$ cat src/verilog/hbpg_defines.vh
// Purpose: constants for the half-bridge pattern generator
// Assumes: 40 MHz clock, 32-bit register port
// Notes: offsets are word addresses on the plain register port
//
// What this block does
// RL1: after reset and in off mode both drive outputs stay off.
// RL2: static mode drives each side from its own on/off bit.
// RL3: double-pulse channel select picks pulsed side; the other stays off.
// RL4: double-pulse polarity bit inverts the pulsed output pattern.
// RL5: double pulse is on pulse A, off pause, then on pulse B.
// RL6: one double-pulse sequence per trigger command taken while idle, idle otherwise; a trigger during a sequence is ignored.
// RL7: PWM mode is periodic with a programmable period.
// RL8: duty setting splits the period between high-side and low-side on time.
// RL9: programmable dead time between one side off and the other on.
// RL10: PWM run command starts, stop command halts with both outputs off.
// RL11: a driver fault turns outputs off at once and forces off mode.
// RL12: fault clear pulls the ready/clear line low at least 10 us.
// RL13: driver may refault right after clear; fault line is resampled.
// RL14: after fault shutdown run and trigger are ignored until off mode selected.
// RL15: PWM outputs are complementary and never on together.
`ifndef HBPG_DEFINES_VH
`define HBPG_DEFINES_VH

// ----------------------------------------
// register offsets
// ----------------------------------------
`define HBPG_REG_CTRL 4'h0
`define HBPG_REG_CMD 4'h1
`define HBPG_REG_PULSE_A 4'h2
`define HBPG_REG_PAUSE 4'h3
`define HBPG_REG_PULSE_B 4'h4
`define HBPG_REG_PERIOD 4'h5
`define HBPG_REG_DUTY 4'h6
`define HBPG_REG_DEAD 4'h7
`define HBPG_REG_STATUS 4'h8
`define HBPG_REG_IRQ_STAT 4'h9
`define HBPG_REG_IRQ_MASK 4'hA

// ----------------------------------------
// field positions
// ----------------------------------------
`define HBPG_CTRL_MODE_LO 0
`define HBPG_CTRL_STATIC_HI 2
`define HBPG_CTRL_STATIC_LO 3
`define HBPG_CTRL_CHAN_HIGH 4
`define HBPG_CTRL_INVERT 5
`define HBPG_CMD_TRIGGER 0
`define HBPG_CMD_RUN 1
`define HBPG_CMD_STOP 2
`define HBPG_CMD_CLEAR 3
`define HBPG_IRQ_FAULT 0
`define HBPG_IRQ_PULSE_DONE 1
`define HBPG_IRQ_CLEAR_DONE 2

// ----------------------------------------
// modes and reset values
// ----------------------------------------
`define HBPG_MODE_OFF 2'h0
`define HBPG_MODE_STATIC 2'h1
`define HBPG_MODE_DOUBLE 2'h2
`define HBPG_MODE_PWM 2'h3
`define HBPG_RST_CTRL 32'h00000000
`define HBPG_RST_TIME 16'h0028
`define HBPG_RST_PERIOD 16'h0FA0
`define HBPG_RST_DUTY 16'h07D0
`define HBPG_RST_DEAD 16'h0028

// ----------------------------------------
// timing
// ----------------------------------------
`define HBPG_CLK_MHZ 40
`define HBPG_CLEAR_LOW_US 10
`define HBPG_CLEAR_CYCLES (`HBPG_CLEAR_LOW_US * `HBPG_CLK_MHZ)

`endif

$ cat src/verilog/hbpg_pwm_core.v
// Purpose: complementary PWM with dead time
// Assumes: period, duty, dead held stable by the caller while running
// Notes: high side on while count < duty, low side the rest, dead time cut from both
`timescale 1ns/10ps
module hbpg_pwm_core #(
  parameter W = 16
) (
  input wire clk,            // system clock
  input wire reset,          // sync reset, active high
  input wire run,            // generate while high
  input wire [W-1:0] period, // period in cycles
  input wire [W-1:0] duty,   // high-side share in cycles
  input wire [W-1:0] dead,   // dead time in cycles
  output reg highOn,         // high-side drive request
  output reg lowOn           // low-side drive request
);
  reg [W-1:0] count;
  wire [W-1:0] lastCount = (period == {W{1'b0}}) ? {W{1'b0}} : period - {{(W-1){1'b0}}, 1'b1};
  wire highWin = (count >= dead) && (count < duty); // RL8 RL9
  wire lowWin = (count >= duty + dead) && (count <= lastCount); // RL8 RL9

  always @(posedge clk) begin
    if (reset || !run) begin
      count <= {W{1'b0}};
      highOn <= 1'b0;
      lowOn <= 1'b0;
    end else begin
      count <= (count >= lastCount) ? {W{1'b0}} : count + {{(W-1){1'b0}}, 1'b1}; // RL7
      highOn <= highWin; // RL15
      lowOn <= lowWin && !highWin; // RL15
    end
  end
endmodule

$ cat src/verilog/hbpg_double_pulse.v
// Purpose: one double pulse per trigger taken in idle; triggers while busy are ignored
// Assumes: times in clock cycles, zero length phases pass in one cycle
// Notes: pulse output is unpolarised; the caller applies inversion
`timescale 1ns/10ps
module hbpg_double_pulse #(
  parameter W = 16
) (
  input wire clk,             // system clock
  input wire reset,           // sync reset, active high
  input wire abort,           // drop any pulse in flight
  input wire trigger,         // start one sequence
  input wire [W-1:0] timeA,   // first pulse length
  input wire [W-1:0] timeGap, // pause length
  input wire [W-1:0] timeB,   // second pulse length
  output reg pulse,           // pulse active
  output reg busy,            // sequence running
  output reg done             // one-cycle end pulse
);
  localparam S_IDLE = 2'd0;
  localparam S_A = 2'd1;
  localparam S_GAP = 2'd2;
  localparam S_B = 2'd3;
  reg [1:0] state;
  reg [W-1:0] count;
  wire [W-1:0] one = {{(W-1){1'b0}}, 1'b1};

  always @(posedge clk) begin
    if (reset || abort) begin
      state <= S_IDLE;
      count <= {W{1'b0}};
      pulse <= 1'b0;
      busy <= 1'b0;
      done <= 1'b0;
    end else begin
      done <= 1'b0;
      case (state)
        S_IDLE: begin
          if (trigger) begin // RL6
            state <= S_A;
            count <= timeA;
            pulse <= 1'b1;
            busy <= 1'b1;
          end
        end
        S_A: begin
          if (count <= one) begin // RL5
            state <= S_GAP;
            count <= timeGap;
            pulse <= 1'b0;
          end else begin
            count <= count - one;
          end
        end
        S_GAP: begin
          if (count <= one) begin // RL5
            state <= S_B;
            count <= timeB;
            pulse <= 1'b1;
          end else begin
            count <= count - one;
          end
        end
        S_B: begin
          if (count <= one) begin // RL5 RL6
            state <= S_IDLE;
            pulse <= 1'b0;
            busy <= 1'b0;
            done <= 1'b1;
          end else begin
            count <= count - one;
          end
        end
        default: begin
          state <= S_IDLE;
        end
      endcase
    end
  end
endmodule

$ cat src/verilog/hbpg_generator.v
// Purpose: half-bridge pattern generator top with register port
// Assumes: fault line from a pin, synchronised here; one clock
// Notes: read data valid in the cycle after the read strobe
//
// Our own choices: the address map and the strobed register port.
`timescale 1ns/10ps
`include "hbpg_defines.vh"
module hbpg_generator #(
  parameter W = 16,
  parameter CLEAR_CYCLES = `HBPG_CLEAR_CYCLES
) (
  input wire clk,                 // 40 MHz system clock
  input wire reset,               // sync reset, active high
  input wire [3:0] addr,          // register word address
  input wire [31:0] writeData,    // write data
  input wire writeStrobe,         // one-cycle write
  input wire readStrobe,          // one-cycle read
  output reg [31:0] readData,     // read data, cycle after strobe
  input wire fault_line_n,        // driver fault pin, low = fault
  output reg ready_clear_line,    // ready/clear pin drive level
  output reg ready_clear_line_oe_n, // low while driving the pin
  output reg high_side_drive,     // high-side gate input
  output reg low_side_drive,      // low-side gate input
  output wire irq                 // level interrupt
);
  // ----------------------------------------
  // registers
  // ----------------------------------------
  reg [1:0] mode;
  reg staticHigh;
  reg staticLow;
  reg chanHigh;
  reg invert;
  reg [W-1:0] pulseA;
  reg [W-1:0] pauseLen;
  reg [W-1:0] pulseB;
  reg [W-1:0] period;
  reg [W-1:0] duty;
  reg [W-1:0] dead;
  reg pwmRun;
  reg lockout;
  reg [2:0] irqStat;
  reg [2:0] irqMask;
  reg faultSync1;
  reg faultSync2;
  reg faultSeen;
  reg clearing;
  reg [15:0] clearCount;

  wire writeCtrl = writeStrobe && (addr == `HBPG_REG_CTRL);
  wire writeCmd = writeStrobe && (addr == `HBPG_REG_CMD);
  wire cmdTrigger = writeCmd && writeData[`HBPG_CMD_TRIGGER];
  wire cmdRun = writeCmd && writeData[`HBPG_CMD_RUN];
  wire cmdStop = writeCmd && writeData[`HBPG_CMD_STOP];
  wire cmdClear = writeCmd && writeData[`HBPG_CMD_CLEAR];
  wire [1:0] newMode = writeData[`HBPG_CTRL_MODE_LO +: 2];
  wire faultNow = faultSync2; // RL13
  wire faultRise = faultNow && !faultSeen;
  wire pwmHigh;
  wire pwmLow;
  wire dpPulse;
  wire dpBusy;
  wire dpDone;
  wire clearDone = clearing && (clearCount == 16'h0001);

  // ----------------------------------------
  // fault pin synchroniser
  // ----------------------------------------
  always @(posedge clk) begin
    if (reset) begin
      faultSync1 <= 1'b0;
      faultSync2 <= 1'b0;
      faultSeen <= 1'b0;
    end else begin
      faultSync1 <= !fault_line_n;
      faultSync2 <= faultSync1;
      faultSeen <= faultSync2;
    end
  end

  // ----------------------------------------
  // control registers and mode
  // ----------------------------------------
  always @(posedge clk) begin
    if (reset) begin
      mode <= `HBPG_MODE_OFF; // RL1
      staticHigh <= 1'b0;
      staticLow <= 1'b0;
      chanHigh <= 1'b0;
      invert <= 1'b0;
      pulseA <= `HBPG_RST_TIME;
      pauseLen <= `HBPG_RST_TIME;
      pulseB <= `HBPG_RST_TIME;
      period <= `HBPG_RST_PERIOD;
      duty <= `HBPG_RST_DUTY;
      dead <= `HBPG_RST_DEAD;
      pwmRun <= 1'b0;
      lockout <= 1'b0;
      irqMask <= 3'h0;
    end else begin
      if (writeCtrl) begin
        mode <= newMode;
        staticHigh <= writeData[`HBPG_CTRL_STATIC_HI];
        staticLow <= writeData[`HBPG_CTRL_STATIC_LO];
        chanHigh <= writeData[`HBPG_CTRL_CHAN_HIGH];
        invert <= writeData[`HBPG_CTRL_INVERT];
        if (newMode == `HBPG_MODE_OFF) begin
          lockout <= 1'b0; // RL14
        end
        if (newMode != `HBPG_MODE_PWM) begin
          pwmRun <= 1'b0;
        end
      end
      if (writeStrobe) begin
        case (addr)
          `HBPG_REG_PULSE_A: pulseA <= writeData[W-1:0];
          `HBPG_REG_PAUSE: pauseLen <= writeData[W-1:0];
          `HBPG_REG_PULSE_B: pulseB <= writeData[W-1:0];
          `HBPG_REG_PERIOD: period <= writeData[W-1:0];
          `HBPG_REG_DUTY: duty <= writeData[W-1:0];
          `HBPG_REG_DEAD: dead <= writeData[W-1:0];
          `HBPG_REG_IRQ_MASK: irqMask <= writeData[2:0];
          default: begin
          end
        endcase
      end
      if (cmdRun && mode == `HBPG_MODE_PWM && !lockout) begin
        pwmRun <= 1'b1; // RL10 RL14
      end
      if (cmdStop) begin
        pwmRun <= 1'b0; // RL10
      end
      if (faultNow) begin
        mode <= `HBPG_MODE_OFF; // RL11
        pwmRun <= 1'b0;
        lockout <= 1'b1; // RL14
      end
    end
  end

  // ----------------------------------------
  // pattern engines
  // ----------------------------------------
  hbpg_pwm_core #(.W(W)) pwmCore (
    .clk(clk),
    .reset(reset),
    .run(pwmRun && !faultNow),
    .period(period),
    .duty(duty),
    .dead(dead),
    .highOn(pwmHigh),
    .lowOn(pwmLow)
  );

  hbpg_double_pulse #(.W(W)) dpCore (
    .clk(clk),
    .reset(reset),
    .abort(faultNow || mode != `HBPG_MODE_DOUBLE),
    .trigger(cmdTrigger && mode == `HBPG_MODE_DOUBLE && !lockout), // RL6 RL14
    .timeA(pulseA),
    .timeGap(pauseLen),
    .timeB(pulseB),
    .pulse(dpPulse),
    .busy(dpBusy),
    .done(dpDone)
  );

  // ----------------------------------------
  // output selection
  // ----------------------------------------
  wire dpLevel = dpBusy ? (dpPulse ^ invert) : 1'b0; // RL4
  always @(posedge clk) begin
    if (reset || faultNow) begin
      high_side_drive <= 1'b0; // RL1 RL11
      low_side_drive <= 1'b0;
    end else begin
      case (mode)
        `HBPG_MODE_STATIC: begin
          high_side_drive <= staticHigh; // RL2
          low_side_drive <= staticLow; // RL2
        end
        `HBPG_MODE_DOUBLE: begin
          high_side_drive <= chanHigh ? dpLevel : 1'b0; // RL3
          low_side_drive <= chanHigh ? 1'b0 : dpLevel; // RL3
        end
        `HBPG_MODE_PWM: begin
          high_side_drive <= pwmRun && pwmHigh; // RL10 RL15
          low_side_drive <= pwmRun && pwmLow && !pwmHigh; // RL15
        end
        default: begin
          high_side_drive <= 1'b0; // RL1
          low_side_drive <= 1'b0;
        end
      endcase
    end
  end

  // ----------------------------------------
  // fault clear cycle
  // ----------------------------------------
  always @(posedge clk) begin
    if (reset) begin
      clearing <= 1'b0;
      clearCount <= 16'h0000;
      ready_clear_line <= 1'b1;
      ready_clear_line_oe_n <= 1'b1;
    end else if (clearing) begin
      clearCount <= clearCount - 16'h0001;
      if (clearDone) begin
        clearing <= 1'b0;
        ready_clear_line_oe_n <= 1'b1; // RL12
      end
    end else if (cmdClear) begin
      clearing <= 1'b1;
      clearCount <= CLEAR_CYCLES[15:0]; // RL12
      ready_clear_line <= 1'b0;
      ready_clear_line_oe_n <= 1'b0;
    end
  end

  // ----------------------------------------
  // interrupts and read port
  // ----------------------------------------
  wire [2:0] irqSet = {clearDone, dpDone, faultRise};
  wire [2:0] irqClr = (writeStrobe && addr == `HBPG_REG_IRQ_STAT) ? writeData[2:0] : 3'h0;
  always @(posedge clk) begin
    if (reset) begin
      irqStat <= 3'h0;
    end else begin
      irqStat <= (irqStat & ~irqClr) | irqSet;
    end
  end
  assign irq = |(irqStat & irqMask);

  always @(posedge clk) begin
    if (reset) begin
      readData <= 32'h00000000;
    end else if (readStrobe) begin
      case (addr)
        `HBPG_REG_CTRL: readData <= {26'h0, invert, chanHigh, staticLow, staticHigh, mode};
        `HBPG_REG_PULSE_A: readData <= {{(32-W){1'b0}}, pulseA};
        `HBPG_REG_PAUSE: readData <= {{(32-W){1'b0}}, pauseLen};
        `HBPG_REG_PULSE_B: readData <= {{(32-W){1'b0}}, pulseB};
        `HBPG_REG_PERIOD: readData <= {{(32-W){1'b0}}, period};
        `HBPG_REG_DUTY: readData <= {{(32-W){1'b0}}, duty};
        `HBPG_REG_DEAD: readData <= {{(32-W){1'b0}}, dead};
        `HBPG_REG_STATUS: readData <= {26'h0, clearing, lockout, faultNow, dpBusy,
                                       pwmRun, 1'b0};
        `HBPG_REG_IRQ_STAT: readData <= {29'h0, irqStat};
        `HBPG_REG_IRQ_MASK: readData <= {29'h0, irqMask};
        default: readData <= 32'h00000000;
      endcase
    end else begin
      readData <= 32'h00000000;
    end
  end
endmodule

$ cat config.mk
export PLATFORM = sky130hd
export DESIGN_NAME = hbpg_generator
export DESIGN_NICKNAME = d
export VERILOG_FILES = /design/src/verilog/hbpg_pwm_core.v /design/src/verilog/hbpg_double_pulse.v /design/src/verilog/hbpg_generator.v
export VERILOG_INCLUDE_DIRS = /design/src /design/src/verilog
export SDC_FILE = /design/constraint.sdc
export NUM_CORES = 1
export LEC_CHECK = 0
export BUFFER_PORTS_ARGS = -buffer_cell sky130_fd_sc_hd__buf_2
export CAP_MARGIN = 20
export CORE_MARGIN = 1
export CORE_UTILIZATION = 50
export CTS_BUF_LIST = sky130_fd_sc_hd__clkbuf_4 sky130_fd_sc_hd__clkbuf_8
export CTS_CLUSTER_SIZE = 40
export DETAILED_ROUTE_END_ITERATION = 7
export GPL_ROUTABILITY_DRIVEN = 0
export PLACE_DENSITY_LB_ADDON = 0.12
export RECOVER_POWER = 50
export SYNTH_ARGS = -nofsm -noshare
export SYNTH_HDL_FRONTEND = slang
export SYNTH_SLANG_ARGS = --single-unit
$ cat constraint.sdc
create_clock -name clk -period 3.5 [get_ports clk]
set_clock_uncertainty 0.05 [all_clocks]
set_input_delay 0.35 -clock clk [delete_from_list [all_inputs] [get_ports clk]]
set_output_delay 0.35 -clock clk [all_outputs]
set_load 0.05 [all_outputs]
# == Word-level counts from Yosys, hierarchy flattened ==
# Index checks and enable logic that the tools add are counted.
# Widths: inputs -> output; s select.
# word_totals
ff_bits,205
latchBits,0
mem_bits_rw,0
rom_bits,0
inputBits,41
output_inout_bits,37
word_cells,179
mem_count,0
# classes
n_addsub,5
n_mul,0
div,0
order_cmp,6
eq_ne,26
shift,0
mux,38
bitwise,8
n_reduce_logical,63
# ops
op,count
$pmux 16 s10,1
$mux 16,7
$pmux 16 s4,1
$ge 16x16->1,3
$sub 16x1->16 const B,3
$reduce_and 2->1,12
$logic_and 1x1->1,20
$mux 1,19
$add 16x1->16 const B,1
$add 16x16->16,1
$eq 16x1->1 const B,1
$eq 4x3->1 const B,4
$le 16x1->1 const B,1
$le 16x16->1,1
$logic_not 16->1,1
$lt 16x16->1,1
$eq 4x4->1 const B,3
$ne 2x1->1 const B,6
$reduce_bool 2->1,6
$reduce_or 2->1,5
$pmux 1 s3,3
$eq 2x2->1 const B,4
$eq 4x2->1 const B,2
$mux 2,4
other kinds (18),36

# == Logic depth before layout (Yosys ltp) ==
# logic_depth
depth_word,7
depth_mapped,17
depth_no_buf,16

# == Modules after synthesis ==
# Synthesis repeated with hierarchy kept, for this count alone.
# unflattened
hier_cells,1407
hier_area_um2,11364.6
# by_module_without_submodules
module,instances,cells_per_inst,area_each_um2,seq_area_each_um2
hbpg_generator,1,799,6521.3,3002.9
hbpg_pwm_core,1,402,3109.2,360.3
hbpg_double_pulse,1,206,1734.2,420.4

# == Worst setup path after synthesis ==
# No wires, ideal clock.
# synth_path
path_kind,register to register
startpoint,reg period[2]
endpoint,reg pwmCore.count[10]
setup_time_ns,0.065
t_arrival_ns,3.484
t_required_ns,3.385
setup_slack_ns,-0.099
path_stages_with_launch,15
n_path_buf,2
period_less_slack_ns,3.599
cell_sequence,dfxtp_1 > nor4_1 > nand2_1 > or3_1 > nor2_1 > nand2_1 > clkbuf_1 > nand2_1 > ha_1 > a21o_1 > a21o_1 > a2111oi_0 > o21ai_1 > clkbuf_1 > nor2_1
# synth_via
elab_chain_len,4
elab_cells_between_ends,5
# synth_lines
element,line,source
start: declaration,hbpg_generator.v:37,reg [W-1:0] period;
start signal: assignment,hbpg_generator.v:94,period <= `HBPG_RST_PERIOD;
start signal: assignment,hbpg_generator.v:119,`HBPG_REG_PERIOD: period <= writeData[W-1:0];
$sub 16x1->16 or $logic_not 16->1 (tied branches),hbpg_pwm_core.v:18,"wire [W-1:0] lastCount = (period == {W{1'b0}}) ? {W{1'b0}} : period - {{(W-1){1'b0}}, 1'b1};"
$mux 16 (*),hbpg_pwm_core.v:18,
$ge 16x16->1 (*),hbpg_pwm_core.v:28,"count <= (count >= lastCount) ? {W{1'b0}} : count + {{(W-1){1'b0}}, 1'b1};"
$reduce_or 2->1 (no line) (*),n/a,
end signal: assignment,hbpg_pwm_core.v:24,count <= {W{1'b0}};
end signal: assignment,hbpg_pwm_core.v:28,
end: declaration,hbpg_pwm_core.v:17,reg [W-1:0] count;
# Every way passes the cells marked *; elsewhere a longest branch is shown, timed or not.
# A chain may end at the register's enable or synchronous reset.

# == Worst setup path in the final report ==
# layout_path
startpoint,reg duty[0]
endpoint,reg pwmCore.lowOn
# layout_via
elab_chain_len,4
elab_cells_between_ends,7
# layout_lines
element,line,source
start: declaration,hbpg_generator.v:38,reg [W-1:0] duty;
start signal: assignment,hbpg_generator.v:95,duty <= `HBPG_RST_DUTY;
start signal: assignment,hbpg_generator.v:120,`HBPG_REG_DUTY: duty <= writeData[W-1:0];
$add 16x16->16 or $lt 16x16->1 (tied branches),"hbpg_pwm_core.v:20, hbpg_pwm_core.v:19",
$ge 16x16->1 or $logic_and 1x1->1 (tied branches),"hbpg_pwm_core.v:20, hbpg_pwm_core.v:19",
$logic_and 1x1->1 or $logic_not 1->1 (tied branches),"hbpg_pwm_core.v:20, hbpg_pwm_core.v:30",
$logic_and 1x1->1 (*),hbpg_pwm_core.v:30,lowOn <= lowWin && !highWin;
end signal: assignment,hbpg_pwm_core.v:30,
end: declaration,hbpg_pwm_core.v:15,output reg lowOn
# Marks and branches as above.

==> impl_summary.log <==
INFO  metric viasPerCell = 5.83
INFO  metric post_synth_instance_area = 0.0109 mm2
INFO  metric clock_tree.buffer_depth = 2
INFO  metric post_placement_cell_count = 1664
INFO  metric die_width = 150 um
INFO  metric path_clk_slew = 110 ps
INFO  metric floorplan.die_area = 0.0224 mm2
INFO  metric dr_vias = 9906
INFO  metric fin_area = 0.0119 mm2
INFO  metric final_net_count = 1541
INFO  metric grt.overflow.total = 0
INFO  metric floorplan_die_height = 150 um
INFO  metric min_delay_worst_type = primary input to flip-flop
INFO  metric cp_launch_type = flip-flop
INFO  metric post_synth.cell_area_avg = 7.91 um2
INFO  metric run_status = finished, violations left
INFO  metric tritoncts_num_sinks = 189
INFO  metric synth_unique_cells = 67
INFO  metric setup-violations-final = 0
INFO  metric detail_route.iter0.violations = 853
INFO  metric worst_ir_drop_vdd = 0.000295 V
INFO  metric placement_rows = 53
INFO  metric timing.critical_path.to_type = flip-flop
INFO  metric dr.pass1.iters = 6
INFO  metric route.detailed.drc = 0
INFO  metric tritoncts_clock_tree = built
INFO  metric first_global_vias = 9022
INFO  metric synthCells = 1377
INFO  metric number_of_hold_slack_violations_in_the_final_timing_report = 0
INFO  metric initial_core_util = 51.3%
INFO  metric grt_use_total = 28.1%
INFO  metric hpwl_reported_at_the_end_of_detailed_placement = 22500 um
INFO  metric ys_async_sr_fraction = 0%
INFO  metric placed_area = 0.0114 mm2
INFO  metric fin_crit = 3370 ps
INFO  metric worst_pin_slew = 1810 ps
INFO  metric numCtsBuffers = 17
INFO  metric cts_max_level = 4
INFO  metric core_area = 0.0212 mm2
INFO  metric drive_above_1_share = 9.14%
INFO  metric met2_length = 14200 um
INFO  metric crit_required = 3800 ps
INFO  metric drt.antenna.violating_nets = 0
INFO  metric cts.root.buffer_cell = sky130_fd_sc_hd__clkbuf_8
INFO  metric power.density = 338 mW/mm2
INFO  metric synth_flop_cell = sky130_fd_sc_hd__dfxtp_1
INFO  metric count_of_pins_over_their_slew_limit = 90
INFO  metric final_cell_count_no_fill = 1700
INFO  metric placement.io_buffers = 45
INFO  metric timing.setup.critical_path_class = flip-flop to flip-flop
INFO  metric synth_sequential_area_ratio = 34.7%
INFO  metric dr.max_layer_used = met4
INFO  metric worst_ep_arrival_time = 3670 ps
INFO  metric grt_start_max_net_pins = 90
INFO  metric totalWireLength = 30800 um
INFO  metric synth_edf_count = 0
INFO  metric slew-limit-headroom = -20.6%
INFO  metric layout-area-overhead-vs-synth = 9.29%
INFO  metric synthesis.yosys.warnings = 0
INFO  metric source_to_sink_clock_delay_at_the_later_pin_of_the_worst_skew_pair = 480 ps
INFO  metric maxClockFrequency = 0.297 GHz
INFO  metric postSynthRegisterBits = 189
INFO  metric wire_length_on_met1 = 14100 um
INFO  metric finalCritPeriodShare = 96.3%
INFO  metric io_pins = 78
INFO  metric max_capacitance_violation_count = 1
INFO  metric initial_antenna_violation_count = 2
INFO  metric final.hold.worst_slack = 118 ps
INFO  metric crit_fanout = 3
INFO  metric violated_checks = capacitance limit, slew limit
INFO  metric wire_length_of_the_first_global_routing_pass = 48800 um
INFO  metric power_leakage = 4.78 nW
INFO  metric wl_met3 = 1700 um
INFO  metric post-route-util = 56.1%
INFO  metric average_wire_per_standard_cell = 18.1 um
## cells in the final DEF, fill, tap and decap left out, drive strengths merged, types with 5 or more instances in the layout
master,count
a211o,6
a211oi,18
a21o,26
a21oi,137
a221oi,5
a222oi,6
a22o,18
a22oi,37
a31oi,17
and2,6
and3,8
buf,59
clkbuf,44
clkinv,6
conb,16
dfxtp,189
ha,89
inv,60
mux2i,15
nand2,253
nand2b,18
nand3,25
nand3b,30
nand4,17
nor2,95
nor2b,8
nor3,41
nor4,15
o21a,6
o21ai,38
or2,8
or3,12
or4,7
xnor2,28
xor2,27
## stage by stage
step	setup WS, ps	total power, mW	setup TNS, ps
floorplan	11.7	2.47	0
CTS	57.3	4.05	0
global route	-4.25	4.18	-4.25
detailed placement	-88.9	2.57	-88.9
global placement	25.1	2.56	0
finish	131	4.03	0
## area by class of cell
type,count,area [um2]
repair buffers,87,503
diodes,2,5.00
well taps,275,344
fillers,2012,9320
flip-flops and latches,189,3780
inverters,53,199
multi-input cells,1062,6660
clock buffers,17,234
clock inverters,15,174
## power by group
| group | switching, mW | leakage, nW | internal (mW) |
|---|---|---|---|
| logic | 0.228 | 3.05 | 0.0973 |
| clock network | 0.898 | 0.205 | 0.602 |
| registers | 0.0261 | 1.53 | 2.18 |
| total | 1.15 | 4.78 | 2.87 |
## registers in the layout, indices dropped and copies added (netlist names), 3 cells and up
signal         count
clearCount        16
dead              16
dpCore.count      16
duty              16
pauseLen          16
period            16
pulseA            16
pulseB            16
pwmCore.count     16
readData          16
irqMask            3
irqStat            3
## worst max-delay path: stages, from the launching register on
cell and delay, ps:
sky130_fd_sc_hd__dfxtp_2 340, sky130_fd_sc_hd__ha_2 200, sky130_fd_sc_hd__fa_2 400, sky130_fd_sc_hd__a21o_1 240, sky130_fd_sc_hd__a221oi_4 300, sky130_fd_sc_hd__a21oi_2 110, sky130_fd_sc_hd__nand4_1 150, sky130_fd_sc_hd__a21boi_2 90
sky130_fd_sc_hd__o41ai_2 320, sky130_fd_sc_hd__xor2_1 190, sky130_fd_sc_hd__ha_1 260, sky130_fd_sc_hd__a21o_1 170, sky130_fd_sc_hd__a21oi_2 140, sky130_fd_sc_hd__o21ai_1 80, sky130_fd_sc_hd__a21oi_1 130, sky130_fd_sc_hd__a211oi_1 60
## cell families after synthesis
logic type                 Yosys count  synth area share, %
DFF                                189                 34.7
xor gates and xnor gates            55                 4.42
muxes                               17                 1.59
AOI/OAI and AO/OA                  332                 19.5
buffers and inverters              141                 5.50
adders and majority gates           90                 10.4
other                                1               0.0344
and+or+nand+nor                    552                 23.8
## cell usage after synthesis (3+ instances only)
master	instances	area, um2
sky130_fd_sc_hd__a211oi_1	16	120
sky130_fd_sc_hd__nand4_1	17	106
sky130_fd_sc_hd__a31oi_1	17	106
sky130_fd_sc_hd__inv_1	53	199
sky130_fd_sc_hd__o21ai_0	36	180
sky130_fd_sc_hd__or2_2	8	50.1
sky130_fd_sc_hd__nand2_1	253	950
sky130_fd_sc_hd__or4_1	5	37.5
sky130_fd_sc_hd__nor2_1	94	353
sky130_fd_sc_hd__clkbuf_1	67	251
sky130_fd_sc_hd__nor4_1	15	93.8
sky130_fd_sc_hd__nand4b_1	3	26.3
sky130_fd_sc_hd__xnor2_1	28	245
sky130_fd_sc_hd__and2_1	5	31.3
sky130_fd_sc_hd__mux2i_1	15	150
sky130_fd_sc_hd__nand2b_1	18	113
sky130_fd_sc_hd__a211o_1	6	52.6
sky130_fd_sc_hd__a21o_1	26	195
sky130_fd_sc_hd__ha_1	89	1110
sky130_fd_sc_hd__a22oi_1	37	278
sky130_fd_sc_hd__nand3b_1	30	225
sky130_fd_sc_hd__nor2b_1	8	50.1
sky130_fd_sc_hd__xor2_1	27	236
sky130_fd_sc_hd__or3_1	11	68.8
sky130_fd_sc_hd__nand3_1	25	125
sky130_fd_sc_hd__a22o_1	18	158
sky130_fd_sc_hd__a21oi_1	137	686
sky130_fd_sc_hd__buf_4	16	120
sky130_fd_sc_hd__nor3_1	40	200
sky130_fd_sc_hd__a221oi_1	5	43.8
sky130_fd_sc_hd__dfxtp_1	189	3780
sky130_fd_sc_hd__a222oi_1	6	60.1
sky130_fd_sc_hd__o21a_1	6	45.0
sky130_fd_sc_hd__and3_1	8	50.1
## path summary, 6_finish.rpt
path	start	to	slack (ps)	depth (start not counted)
setup / recovery	duty[0]	pwmCore.lowOn	130	15
hold / removal	writeData[6]	pulseA[6]	120	3
setup reg to reg	duty[0]	pwmCore.lowOn	130	15
hold reg to reg	faultSync1	faultNow	410	1
## routing by layer
layer	GRT usage, %	vias to the layer above
li1	-	4894
met1	38.4	4628
met2	44.8	330
met3	4.33	54
met4	9.59	0
met5	0	-
## what timing repair did
item | in CTS | in global routing
buffers inserted | 0 | 1
pin swaps | 0 | 9
gates resized for setup | 2 | 16
hold buffers | 1 | 0
endpoints found under the hold margin | 1 | 0
setup endpoints to repair | 1 | 17
Power figures use the tool's default switching activity.
